<file path="src/hdl/imr_pkg.sv">
// Package: constants for the indirect store / return / reset execution block.
// Assumes a 14-bit instruction word, 16-bit pointers and a 15-bit program counter.
package imr_pkg;
  localparam int IMR_PC_W = 15;
  localparam int IMR_PTR_W = 16;
  localparam int IMR_DATA_W = 8;
  localparam int IMR_STK_DEPTH = 16;
  localparam int IMR_STK_AW = 4;
  // Wishbone register byte offsets
  localparam logic [7:0] IMR_OFS_ACC = 8'h00;
  localparam logic [7:0] IMR_OFS_PTR0 = 8'h04;
  localparam logic [7:0] IMR_OFS_PTR1 = 8'h08;
  localparam logic [7:0] IMR_OFS_PC = 8'h0C;
  localparam logic [7:0] IMR_OFS_INTCTL = 8'h10;
  localparam logic [7:0] IMR_OFS_PWRCTL = 8'h14;
  localparam logic [7:0] IMR_OFS_STATUS = 8'h18;
  localparam logic [7:0] IMR_OFS_INSTR = 8'h1C;
  localparam logic [7:0] IMR_OFS_PUSH = 8'h20;
  // Field positions
  localparam int IMR_IRQ_EN_BIT = 7;
  localparam int IMR_RST_FLAG_BIT = 2;
  // Reset values
  localparam logic [7:0] IMR_INTCTL_RST = 8'h00;
  localparam logic [7:0] IMR_PWRCTL_RST = 8'h04;
  localparam logic [7:0] IMR_STATUS_RST = 8'h00;
  // Instruction encodings
  localparam logic [13:0] IMR_OP_NOP = 14'h0000;
  localparam logic [13:0] IMR_OP_RESET = 14'h0001;
  localparam logic [13:0] IMR_OP_RETFI = 14'h0009;
  localparam logic [10:0] IMR_OP_STORE_HI = 11'h002;
  localparam logic [6:0] IMR_OP_STREL_HI = 7'h7F;
  // Pointer mode field values
  localparam logic [1:0] IMR_MODE_PREINC = 2'h0;
  localparam logic [1:0] IMR_MODE_PREDEC = 2'h1;
  localparam logic [1:0] IMR_MODE_POSTINC = 2'h2;
  localparam logic [1:0] IMR_MODE_POSTDEC = 2'h3;
  // Instruction cycle counts
  localparam int IMR_RETFI_CYCLES = 2;
  localparam int IMR_RESET_HOLD = 4;
  typedef enum logic [1:0] {
    IMR_ST_IDLE = 2'b00,
    IMR_ST_EXEC = 2'b01,
    IMR_ST_RET2 = 2'b11,
    IMR_ST_RST = 2'b10
  } imr_state_t;
endpackage

</file>
<file path="src/hdl/imr_ea_calc.sv">
// Effective-address and pointer-update calculator for the indirect store.
// Pure combinational; caller supplies mode, relative flag and offset.
`timescale 1ns/10ps
module imr_ea_calc
  import imr_pkg::*;
(
  input wire logic [imr_pkg::IMR_PTR_W-1:0] ptr, // Current pointer
  input wire logic [1:0] mode, // Pointer mode field
  input wire logic rel, // Relative-offset form
  input wire logic [5:0] offs, // Signed offset
  output logic [imr_pkg::IMR_PTR_W-1:0] eff_addr, // Effective address
  output logic [imr_pkg::IMR_PTR_W-1:0] ptr_new // Pointer after store
);
  import imr_pkg::*;
  logic [IMR_PTR_W-1:0] inc;
  logic [IMR_PTR_W-1:0] dec;
  logic [IMR_PTR_W-1:0] ofs_ext;
  // 16-bit arithmetic wraps naturally
  assign inc = ptr + 16'h0001;
  assign dec = ptr - 16'h0001;
  assign ofs_ext = {{10{offs[5]}}, offs};
  always_comb
  begin
    eff_addr = ptr;
    ptr_new = ptr;
    if (rel)
    begin
      eff_addr = ptr + ofs_ext;
      ptr_new = ptr;
    end
    else
    begin
      case (mode)
        IMR_MODE_PREINC:
        begin
          eff_addr = inc;
          ptr_new = inc;
        end
        IMR_MODE_PREDEC:
        begin
          eff_addr = dec;
          ptr_new = dec;
        end
        IMR_MODE_POSTINC:
        begin
          eff_addr = ptr;
          ptr_new = inc;
        end
        default:
        begin
          eff_addr = ptr;
          ptr_new = dec;
        end
      endcase
    end
  end
endmodule // imr_ea_calc

</file>
<file path="src/hdl/imr_ret_stack.sv">
// Hardware return stack, 16 entries; pointer wraps on overflow/underflow, depth saturates at 16 and 0.
// Push and pop are one-cycle strobes from the same clock domain.
`timescale 1ns/10ps
module imr_ret_stack
  import imr_pkg::*;
(
  input wire logic clk, // Clock
  input wire logic rst_n, // Synchronised reset, active low
  input wire logic push, // Push strobe
  input wire logic [imr_pkg::IMR_PC_W-1:0] push_data, // Address to push
  input wire logic pop, // Pop strobe
  output logic [imr_pkg::IMR_PC_W-1:0] top, // Current top-of-stack
  output logic [imr_pkg::IMR_STK_AW:0] depth // Entries held
);
  import imr_pkg::*;
  logic [IMR_PC_W-1:0] mem [IMR_STK_DEPTH];
  logic [IMR_STK_AW-1:0] sp_reg;
  logic [IMR_STK_AW:0] depth_reg;
  assign top = mem[sp_reg - 4'h1];
  assign depth = depth_reg;
  always_ff @(posedge clk or negedge rst_n)
  begin
    if (!rst_n)
    begin
      sp_reg <= 4'h0;
      depth_reg <= 5'h00;
    end
    else if (push)
    begin
      sp_reg <= sp_reg + 4'h1;
      if (depth_reg != 5'h10)
        depth_reg <= depth_reg + 5'h01;
    end
    else if (pop)
    begin
      sp_reg <= sp_reg - 4'h1;
      if (depth_reg != 5'h00)
        depth_reg <= depth_reg - 5'h01;
    end
  end
  always_ff @(posedge clk)
  begin
    if (push)
      mem[sp_reg] <= push_data;
  end
endmodule // imr_ret_stack

</file>
<file path="src/hdl/imr_exec.sv">
// Execution unit for indirect store, no-operation, software reset and return
// from interrupt. Assumes instructions are issued over Wishbone by software.
`timescale 1ns/10ps
module imr_exec
  import imr_pkg::*;
(
  input wire logic sys_clk, // 200 MHz clock
  input wire logic rst_n, // Async reset, active low
  input wire logic wb_cyc_i, // Wishbone cycle
  input wire logic wb_stb_i, // Wishbone strobe
  input wire logic wb_we_i, // Wishbone write enable
  input wire logic [7:0] wb_adr_i, // Wishbone byte address
  input wire logic [31:0] wb_dat_i, // Wishbone write data
  input wire logic [3:0] wb_sel_i, // Wishbone byte selects
  output logic [31:0] wb_dat_o, // Wishbone read data
  output logic wb_ack_o, // Wishbone acknowledge
  output logic mem_we, // Data memory write strobe
  output logic [imr_pkg::IMR_PTR_W-1:0] mem_addr, // Data memory address
  output logic [imr_pkg::IMR_DATA_W-1:0] mem_wdata, // Data memory write data
  output logic dev_reset_n // Device reset request, active low
);
  import imr_pkg::*;
  logic rst_s1_reg, rst_s2_reg, srst_n;
  logic [IMR_DATA_W-1:0] acc_reg;
  logic [IMR_PTR_W-1:0] ptr0_reg, ptr1_reg, ptr_sel, eff_addr, ptr_new;
  logic [IMR_PC_W-1:0] pc_reg, stk_top;
  logic [IMR_STK_AW:0] stk_depth;
  logic [7:0] intctl_reg, pwrctl_reg, status_reg;
  logic [13:0] instr_reg;
  logic [1:0] cnt_reg;
  logic [2:0] rst_cnt_reg;
  imr_state_t state_reg;
  logic wb_req, wr_hit, stk_pop, stk_push, ack_reg, soft_rst_n;
  logic is_store, is_rel, ptr_idx;
  logic [1:0] st_mode;
  logic [5:0] st_offs;
  logic [31:0] rd_mux, dat_reg;
  logic mem_we_reg, dev_rst_n_reg;
  logic [IMR_PTR_W-1:0] mem_addr_reg;
  logic [IMR_DATA_W-1:0] mem_wdata_reg;
  // Reset release through two flops; software reset joins only dev_rst_n_reg, which drives dev_reset_n and the return stack reset
  always_ff @(posedge sys_clk or negedge rst_n)
  begin
    if (!rst_n)
    begin
      rst_s1_reg <= 1'b0;
      rst_s2_reg <= 1'b0;
    end
    else
    begin
      rst_s1_reg <= 1'b1;
      rst_s2_reg <= rst_s1_reg;
    end
  end
  assign soft_rst_n = (state_reg != IMR_ST_RST);
  assign srst_n = rst_s2_reg;
  assign wb_req = wb_cyc_i && wb_stb_i && !ack_reg;
  assign wr_hit = wb_req && wb_we_i && wb_sel_i[0];
  // Instruction field decode
  assign is_store = (instr_reg[13:3] == IMR_OP_STORE_HI) || (instr_reg[13:7] == IMR_OP_STREL_HI);
  assign is_rel = (instr_reg[13:7] == IMR_OP_STREL_HI);
  assign ptr_idx = is_rel ? instr_reg[6] : instr_reg[2];
  assign st_mode = instr_reg[1:0];
  assign st_offs = instr_reg[5:0];
  assign ptr_sel = ptr_idx ? ptr1_reg : ptr0_reg;
  imr_ea_calc u_ea (
    .ptr(ptr_sel),
    .mode(st_mode),
    .rel(is_rel),
    .offs(st_offs),
    .eff_addr(eff_addr),
    .ptr_new(ptr_new)
  );
  assign stk_pop = (state_reg == IMR_ST_EXEC) && (instr_reg == IMR_OP_RETFI);
  assign stk_push = wr_hit && (wb_adr_i == IMR_OFS_PUSH);
  imr_ret_stack u_stk (
    .clk(sys_clk),
    .rst_n(dev_rst_n_reg), // Emptied by software reset as well
    .push(stk_push),
    .push_data(wb_dat_i[IMR_PC_W-1:0]),
    .pop(stk_pop),
    .top(stk_top),
    .depth(stk_depth)
  );
  // Instruction sequencer; writing the instruction register issues one
  always_ff @(posedge sys_clk or negedge srst_n)
  begin
    if (!srst_n)
    begin
      state_reg <= IMR_ST_IDLE;
      instr_reg <= IMR_OP_NOP;
      cnt_reg <= 2'h0;
      rst_cnt_reg <= 3'h0;
    end
    else
    begin
      case (state_reg)
        IMR_ST_IDLE:
        begin
          if (wr_hit && wb_adr_i == IMR_OFS_INSTR)
          begin
            instr_reg <= wb_dat_i[13:0];
            state_reg <= IMR_ST_EXEC;
          end
        end
        IMR_ST_EXEC:
        begin
          if (instr_reg == IMR_OP_RETFI)
          begin
            state_reg <= IMR_ST_RET2;
            cnt_reg <= 2'(IMR_RETFI_CYCLES - 1);
          end
          else if (instr_reg == IMR_OP_RESET)
          begin
            state_reg <= IMR_ST_RST;
            rst_cnt_reg <= 3'(IMR_RESET_HOLD - 1);
          end
          else
            state_reg <= IMR_ST_IDLE;
        end
        IMR_ST_RET2:
        begin
          cnt_reg <= cnt_reg - 2'h1;
          if (cnt_reg == 2'h1)
            state_reg <= IMR_ST_IDLE;
        end
        IMR_ST_RST:
        begin
          rst_cnt_reg <= rst_cnt_reg - 3'h1;
          if (rst_cnt_reg == 3'h0)
            state_reg <= IMR_ST_IDLE;
        end
        default: state_reg <= IMR_ST_IDLE;
      endcase
    end
  end
  // Core registers; software reset restores them to reset values
  always_ff @(posedge sys_clk or negedge srst_n)
  begin
    if (!srst_n)
    begin
      acc_reg <= 8'h00;
      ptr0_reg <= 16'h0000;
      ptr1_reg <= 16'h0000;
      pc_reg <= 15'h0000;
      intctl_reg <= IMR_INTCTL_RST;
      status_reg <= IMR_STATUS_RST;
    end
    else if (state_reg == IMR_ST_RST)
    begin
      acc_reg <= 8'h00;
      ptr0_reg <= 16'h0000;
      ptr1_reg <= 16'h0000;
      pc_reg <= 15'h0000;
      intctl_reg <= IMR_INTCTL_RST;
      status_reg <= IMR_STATUS_RST;
    end
    else if (state_reg == IMR_ST_EXEC)
    begin
      if (instr_reg == IMR_OP_RETFI)
      begin
        pc_reg <= stk_top;
        intctl_reg[IMR_IRQ_EN_BIT] <= 1'b1;
      end
      else
      begin
        pc_reg <= pc_reg + 15'h0001;
        if (is_store && !ptr_idx)
          ptr0_reg <= ptr_new; // status_reg untouched
        if (is_store && ptr_idx)
          ptr1_reg <= ptr_new;
      end
    end
    else if (wr_hit)
    begin
      case (wb_adr_i)
        IMR_OFS_ACC: acc_reg <= wb_dat_i[7:0];
        IMR_OFS_PTR0: ptr0_reg <= wb_dat_i[15:0];
        IMR_OFS_PTR1: ptr1_reg <= wb_dat_i[15:0];
        IMR_OFS_PC: pc_reg <= wb_dat_i[14:0];
        IMR_OFS_INTCTL: intctl_reg <= wb_dat_i[7:0];
        IMR_OFS_STATUS: status_reg <= wb_dat_i[7:0];
        default: acc_reg <= acc_reg;
      endcase
    end
  end
  // Power control survives software reset only as cleared flag
  always_ff @(posedge sys_clk or negedge srst_n)
  begin
    if (!srst_n)
      pwrctl_reg <= IMR_PWRCTL_RST;
    else if (state_reg == IMR_ST_EXEC && instr_reg == IMR_OP_RESET)
      pwrctl_reg[IMR_RST_FLAG_BIT] <= 1'b0;
    else if (wr_hit && wb_adr_i == IMR_OFS_PWRCTL)
      pwrctl_reg <= wb_dat_i[7:0];
  end
  // Data memory write; no window storage exists
  always_ff @(posedge sys_clk or negedge srst_n)
  begin
    if (!srst_n)
    begin
      mem_we_reg <= 1'b0;
      mem_addr_reg <= 16'h0000;
      mem_wdata_reg <= 8'h00;
    end
    else
    begin
      mem_we_reg <= (state_reg == IMR_ST_EXEC) && is_store;
      if ((state_reg == IMR_ST_EXEC) && is_store)
      begin
        mem_addr_reg <= eff_addr;
        mem_wdata_reg <= acc_reg;
      end
    end
  end
  always_ff @(posedge sys_clk or negedge rst_n)
  begin
    if (!rst_n)
      dev_rst_n_reg <= 1'b0;
    else
      dev_rst_n_reg <= soft_rst_n && rst_s2_reg;
  end
  always_comb
  begin
    rd_mux = 32'h00000000;
    case (wb_adr_i)
      IMR_OFS_ACC: rd_mux = {24'h000000, acc_reg};
      IMR_OFS_PTR0: rd_mux = {16'h0000, ptr0_reg};
      IMR_OFS_PTR1: rd_mux = {16'h0000, ptr1_reg};
      IMR_OFS_PC: rd_mux = {17'h00000, pc_reg};
      IMR_OFS_INTCTL: rd_mux = {24'h000000, intctl_reg};
      IMR_OFS_PWRCTL: rd_mux = {24'h000000, pwrctl_reg};
      IMR_OFS_STATUS: rd_mux = {24'h000000, status_reg};
      IMR_OFS_INSTR: rd_mux = {16'h0000, (state_reg != IMR_ST_IDLE), 1'b0, instr_reg};
      IMR_OFS_PUSH: rd_mux = {27'h0000000, stk_depth};
      default: rd_mux = 32'h00000000;
    endcase
  end
  always_ff @(posedge sys_clk or negedge rst_n)
  begin
    if (!rst_n)
    begin
      ack_reg <= 1'b0;
      dat_reg <= 32'h00000000;
    end
    else
    begin
      ack_reg <= wb_req;
      dat_reg <= rd_mux;
    end
  end
  assign wb_ack_o = ack_reg;
  assign wb_dat_o = dat_reg;
  assign mem_we = mem_we_reg;
  assign mem_addr = mem_addr_reg;
  assign mem_wdata = mem_wdata_reg;
  assign dev_reset_n = dev_rst_n_reg;
endmodule // imr_exec

</file>
<file path="config.mk">
export PLATFORM = sky130hd
export DESIGN_NAME = imr_exec
export DESIGN_NICKNAME = d
export VERILOG_FILES = /design/src/hdl/imr_pkg.sv /design/src/hdl/imr_ea_calc.sv /design/src/hdl/imr_ret_stack.sv /design/src/hdl/imr_exec.sv
export SDC_FILE = /design/constraint.sdc
export NUM_CORES = 1
export LEC_CHECK = 0
export BUFFER_PORTS_ARGS = -buffer_cell sky130_fd_sc_hd__buf_2
export CORE_MARGIN = 4
export CORE_UTILIZATION = 51
export CTS_BUF_LIST = sky130_fd_sc_hd__clkbuf_4 sky130_fd_sc_hd__clkbuf_8
export CTS_CLUSTER_DIAMETER = 80
export CTS_CLUSTER_SIZE = 14
export DETAILED_ROUTE_END_ITERATION = 16
export PLACE_DENSITY = 0.73
export SLEW_MARGIN = 25
export SYNTH_ARGS = -nofsm -noshare
export SYNTH_HDL_FRONTEND = slang
export SYNTH_SLANG_ARGS = --single-unit
</file>
<file path="constraint.sdc">
create_clock -name sys_clk -period 4.7 [get_ports sys_clk]
set_clock_uncertainty 0.2 [all_clocks]
set_input_delay 0.47 -clock sys_clk [delete_from_list [all_inputs] [get_ports sys_clk]]
set_output_delay 0.47 -clock sys_clk [all_outputs]
set_load 0.02 [all_outputs]
</file>
==> impl_results.md, run 1 <==
- Outcome: finished, final reports clean
- Leak: ~0.008 µW
- Maximum clock path buffer count: 3
- Top_reg_cell synth: edfxtp_1
- Placed cells: between 1,500 and 2,000
- Seq pwr share: 52.3%
- Layout cells sized above 1: about 22%
- Worst EP required: approximately 5.0 ns
- Worst-margin pin slew: about 0.85 ns
- GRT Util Overall: between 20% and 30%
- Unique masters post-synth: 80
- Avg Inst Size Synth: ~13 µm²
- Pwr Density: about 390 nW/µm²
- Routability congestion estimate: ~0.91
- Most frequent cells in the layout: 240 x edfxtp_1, 166 x nand2_1, 151 x dfrtp_1, 75 x mux4_2, 72 x buf_2
- Top cell type's share of synthesized area: ~38%
- Total power: 8040 µW
- Initial cell density of the core: between 50% and 60%
- Final wirelength: ~47 mm
- Largest net degree at the start of global routing: 65
- Vias: roughly 13,000
- Worst-path fanout max: 16
- Reg clk slew, reported paths: about 0.090 ns
- CP Class: reg2reg
- Clk pwr share: 25.1%
- Final hold violations: 0
- Slew margin rel.: about 43%
- H-tree level count: 2
- Number of synthesized register bits: ~400
- Cell area after synthesis: 19,000 µm²
- Wire length per cell: 23.0 µm
- Port Buffer Count: around 70
- Max Clk Rate: roughly 230 MHz
- Biggest register: u_stk.mem
- Avg Vias per Cell: between 6 and 7
- RSZ-0062 raised after global routing: false
- Final HPWL DP: between 30 and 40 mm
- Non-Filler Instances: roughly 2,000
- Mapped Cells: ~1,500
- Pint: about 5500 µW
- Post-synth EDFFs: 240
- Initial DRC count: 1,320
- Syn-to-layout area delta: 9.04%
- IO Pins: ~110
- Setup bufs post-CTS: 0
- Register area share after synthesis: about three fifths
- Std cell rows: 70
- Yosys top cell by area: edfxtp_1
- Crit end category: flop
- Filler cell count: around 3,000
- Number of flip-flops in the largest register: 240
- Die W: 201 µm
- TritonCTS clock tree: done
- Worst hold path type: in2reg
- First-pass iteration count of the detailed router: 7
- Final worst setup slack: around 0.36 ns
- Sw Share: 31.8%
- Die Height: 201 µm
- Vias in the first global route: approximately 12,000
- Final period util: roughly 92%
- Ys async rst share: between 30% and 40%
- Root Buffer Master: clkbuf_8
- Most common cell after layout, fill and taps aside: edfxtp_1
- Setup TNS: 0 ns
- Global-route wire length before repair: just over 70 mm
- Syn. warnings: 0
- GRT Residual Overflow: 0
- Net Switching: between 2000 and 3000 µW
- Initial antenna violation count: 1
- Setup-failing EPs final: 0
- Max-cap violations: 0
- Total CTS buffers: 34
- Sink Count: roughly 390
- Fin crit period: around 4.3 ns
- Pre-CTS WS: about 0.47 ns
- Core Box Area: 36,700 µm²
- Full die area: roughly 40,000 µm²
- Gate power share: between 20 and 25%
- Final Max Slew Viols: 0
- Cells resized by post-CTS repair: 0
- Antenna Nets Post-Route: 0
- Clk_lat worst skew: roughly 0.58 ns
- Area contributors post-synth: edfxtp_1 38%, dfrtp_1 20%, mux4_2 8.9%
- Startpoint types: flop
- # DRC: 0
- Maximum vdd drop: roughly 310 µV
- Fin nets: roughly 1,600
- Arrival time of the worst setup path: 4.58 ns
Yosys cell counts, types with 20 or more instances:
cell type / count
a22oi_1: 39
inv_1: 35
nor3_1: 21
o21ai_0: 54
nor2_1: 69
ha_1: 33
mux2_2: 51
mux4_2: 75
clkbuf_1: 53
dfrtp_1: 153
a31oi_1: 20
edfxtp_1: 240
nand2b_1: 20
nand3_1: 25
xnor2_1: 36
nand2_1: 166
a21oi_1: 68
final cells by class:
type / count / area, µm² / share of cell area, %
antenna: 2 / 5.00 / 0.0242
clock buffer: 57 / 647 / 3.12
clock inverter: 4 / 35.0 / 0.169
inverter: 37 / 139 / 0.671
multi-input combinational: 952 / 7460 / 36.0
sequential: 394 / 11100 / 53.5
tap: 468 / 586 / 2.83
timing repair buffer: 125 / 768 / 3.71
layer usage:
| metal | share of wire (%) | vias to the layer above | track usage [%] |
|---|---|---|---|
| met3 | 7.0 | 75 | 3.93 |
| met5 | 0 | - | 0 |
| met1 | 42 | 6364 | 31.7 |
| met4 | 2.3 | 0 | 5.90 |
| met2 | 49 | 492 | 38.0 |
| li1 | - | 5697 | - |
logic make-up after synthesis:
| logic type | count (synthesis) | synth area share (%) |
|---|---|---|
| xor gates and xnor gates | 53 | 2.44 |
| and+or+nand+nor | 403 | 10.3 |
| DFF | 394 | 58.2 |
| adders and majority gates | 35 | 2.38 |
| buffers and inverters | 134 | 3.19 |
| other | 2 | 0.0395 |
| AOI/OAI and AO/OA | 304 | 10.8 |
| muxes | 140 | 12.7 |
per-stage QoR:
| stage | hold slack, ns | utilization (%) | instance area [µm²] |
|---|---|---|---|
| after CTS | 0.0267 | 56.4 | 20700 |
| after floorplan | -0.0256 | - | 19000 |
| final | 0.0661 | 56.4 | 20700 |
| after global routing | 0.0485 | 56.4 | 20700 |
| after detailed placement | -0.0271 | 54.4 | 20000 |
| after global placement | -0.0158 | 54.4 | 20000 |
worst paths after layout:
check                              startpoint            end  slack [ns]  cells past startpoint
min in group asynchronous          rst_s2_reg   ptr1_reg[15]        0.22                      0
worst min-delay path             wb_dat_i[15]   ptr0_reg[15]        0.07                      3
max in group asynchronous          rst_s2_reg  pwrctl_reg[2]        3.05                      1
worst min register to register     rst_s1_reg     rst_s2_reg        0.16                      0
worst max register to register  instr_reg[13]   mem_addr[14]        0.36                     16
worst max-delay path            instr_reg[13]   mem_addr[14]        0.36                     16
power by group through the flow:
stage	Clock (µW)	Combinational (µW)	Sequential, µW
final	2020	1820	4200
after CTS	2060	1800	4190
after floorplan	0	1330	4170
after detailed placement	0	1780	4270
after global placement	0	1740	4260
after global routing	2220	2020	4230
worst max-delay path, cell delays in order, from the launching register on:
cell	delay, ns
dfrtp_1	0.44
and4_1	0.65
a21oi_1	0.20
nor2_1	0.34
inv_1	0.17
ha_1	0.24
inv_1	0.08
fa_1	0.18
nand2b_1	0.16
a21oi_1	0.15
o211ai_1	0.20
a21boi_0	0.15
o41ai_1	0.45
o21ai_0	0.20
xor2_1	0.17
a22oi_1	0.14
o21ai_1	0.09
repair_timing:
item,in CTS,in global routing
endpoints found under the hold margin,30,0
setup endpoints to repair,0,0
hold buffers,4,0
Note: power is estimated with default switching activity, not from simulation.
==> run 2, diff against run 1 <==
--- a/config.mk
+++ b/config.mk
@@ -12,7 +12,7 @@
 export CTS_CLUSTER_DIAMETER = 80
 export CTS_CLUSTER_SIZE = 14
 export DETAILED_ROUTE_END_ITERATION = 16
-export PLACE_DENSITY = 0.73
+export PLACE_DENSITY = 0.69
 export SLEW_MARGIN = 25
 export SYNTH_ARGS = -nofsm -noshare
 export SYNTH_HDL_FRONTEND = slang
==> impl_results.md, run 2 (synthesis results as in run 1) <==
- Filler cell count: 2,982
- Biggest register: u_stk.mem
- Initial DRC count: roughly 1,100
- Core Util, Final: approximately 57%
- Vias: around 13,000
- Routability congestion estimate: 0.892
- Total power: about 8100 µW
- Leak: ~0.008 µW
- Largest net degree at the start of global routing: 57
- Global-route wire length before repair: around 74 mm
- HP Start: wb_dat_i[15]
- Maximum vdd drop: ~290 µV
- Most frequent cells in the layout: 240 x edfxtp_1, 166 x nand2_1, 151 x dfrtp_1, 75 x mux4_2, 72 x buf_2
- CP Launch Point: instr_reg[13]
- Final wirelength: 47.5 mm
- Root Buffer Master: clkbuf_8
- Worst hold path type: in2reg
- Vias in the first global route: about 12,000
- RSZ-0062 raised after global routing: false
- Max-cap violations: 0
- Initial antenna violation count: 0
- Fin crit period: ~4.3 ns
- Syn-to-layout area delta: 9.24%
- Footprint of the multi-input gates: approximately 7400 µm²
- # DRC: 0
- Die W: around 200 µm
- GRT Residual Overflow: 0
- Crit end category: flop
- Arrival time of the worst setup path: between 4 and 5 ns
- Total CTS buffers: 34
- Worst-path fanout max: 13
- First-pass iteration count of the detailed router: 5
- GRT Util Overall: a little under a quarter
- Cells resized by post-CTS repair: 0
- Avg Vias per Cell: 6.16
- Non-Filler Instances: 2,038
- Final hold violations: 0
- CP Class: reg2reg
- Port Buffer Count: just over 70
- Outcome: finished, final reports clean
- H-tree level count: 2
- IO Pins: roughly 110
- Most common cell after layout, fill and taps aside: edfxtp_1
- Final HPWL DP: ~32 mm
- Max Clk Rate: between 200 and 250 MHz
- # diodes: 0
- Initial cell density of the core: between 50% and 60%
- Core Box Area: roughly 37,000 µm²
- Startpoint types: flop
- Die Height: approximately 200 µm
- Worst EP required: 4.96 ns
- TritonCTS clock tree: done
- Maximum clock path buffer count: 3
- Std cell rows: 70
- Wire length per cell: 23.3 µm
- Fin nets: 1,629
- Antenna Nets Post-Route: 0
- Setup-failing EPs final: 0
- Pwr Density: between 300 and 400 nW/µm²
- Placed cells: 1,972
- Sink Count: roughly 400
- Slew margin rel.: between 40% and 50%
- Full die area: 40,400 µm²
- Clk_lat worst skew: around 0.59 ns
- Layout cells sized above 1: 21.8%
- Worst-margin pin slew: roughly 0.86 ns
- Final Max Slew Viols: 0
- Final period util: between 90 and 100%
- Reg area: roughly 11,000 µm²
- Reg clk slew, reported paths: ~0.1 ns
- Worst R2R Start: instr_reg[13]
- Number of flip-flops in the largest register: between 200 and 250
- Setup TNS: 0 ns
[run 2: layer usage]
metal / track usage (%) / vias to the layer above / wire length [µm]
met5: 0 / - / 0
met4: 6.61 / 0 / 1310
met3: 3.31 / 92 / 2940
met2: 38.5 / 493 / 23100
met1: 32.7 / 6286 / 20200
li1: - / 5684 / -
[run 2: power breakdown]
| part | leakage [µW] | internal (µW) | total, µW | switching (µW) |
|---|---|---|---|---|
| Clock | 0.000375 | 900 | 2020 | 1120 |
| Sequential | 0.00418 | 3890 | 4200 | 309 |
| Combinational | 0.00352 | 704 | 1850 | 1150 |
[run 2: critical path, cell delays in order (launching register included)]
cell and delay (ns):
dfrtp_1 0.45, and4_1 0.62, a21oi_1 0.17, nor2_1 0.37, inv_1 0.18, ha_1 0.24
inv_1 0.08, fa_1 0.18, nand2b_1 0.16, a21oi_1 0.15, o211ai_1 0.21, a21boi_0 0.15
o41ai_1 0.44, o21ai_0 0.20, xor2_1 0.17, a22oi_1 0.14, o21ai_1 0.08
[run 2: through the flow]
step	cell area [µm²]	setup slack (ns)	hold WS, ns
6_report	20700	0.389	0.0405
4_1_cts	20700	0.437	0.000986
3_5_place_dp	20000	0.466	-0.0141
3_3_place_gp	20000	0.533	-0.0331
5_1_grt	20700	0.0627	0.0260
2_1_floorplan	19000	0.619	-0.0256
[run 2: worst paths after layout]
path	to	slack (ns)	cells after the start
worst max-delay path	mem_addr[14]	0.39	16
worst min-delay path	ptr0_reg[15]	0.04	3
worst max register to register	mem_addr[14]	0.39	16
worst min register to register	rst_s2_reg	0.16	0
max in group asynchronous	pwrctl_reg[2]	3.26	1
min in group asynchronous	ptr1_reg[15]	0.20	0
[run 2: area by class of cell]
type | count | share of cell area [%]
Clock buffer | 58 | 3.18
Clock inverter | 3 | 0.139
Inverter | 37 | 0.669
Multi-Input combinational cell | 952 | 35.9
Sequential cell | 394 | 53.4
Tap cell | 468 | 2.82
Timing Repair Buffer | 126 | 3.93
[run 2: timing repair]
action | 4_1_cts | 5_1_grt
hold endpoints to repair | 27 | 0
buffers inserted | 0 | 0
hold buffers | 5 | 0
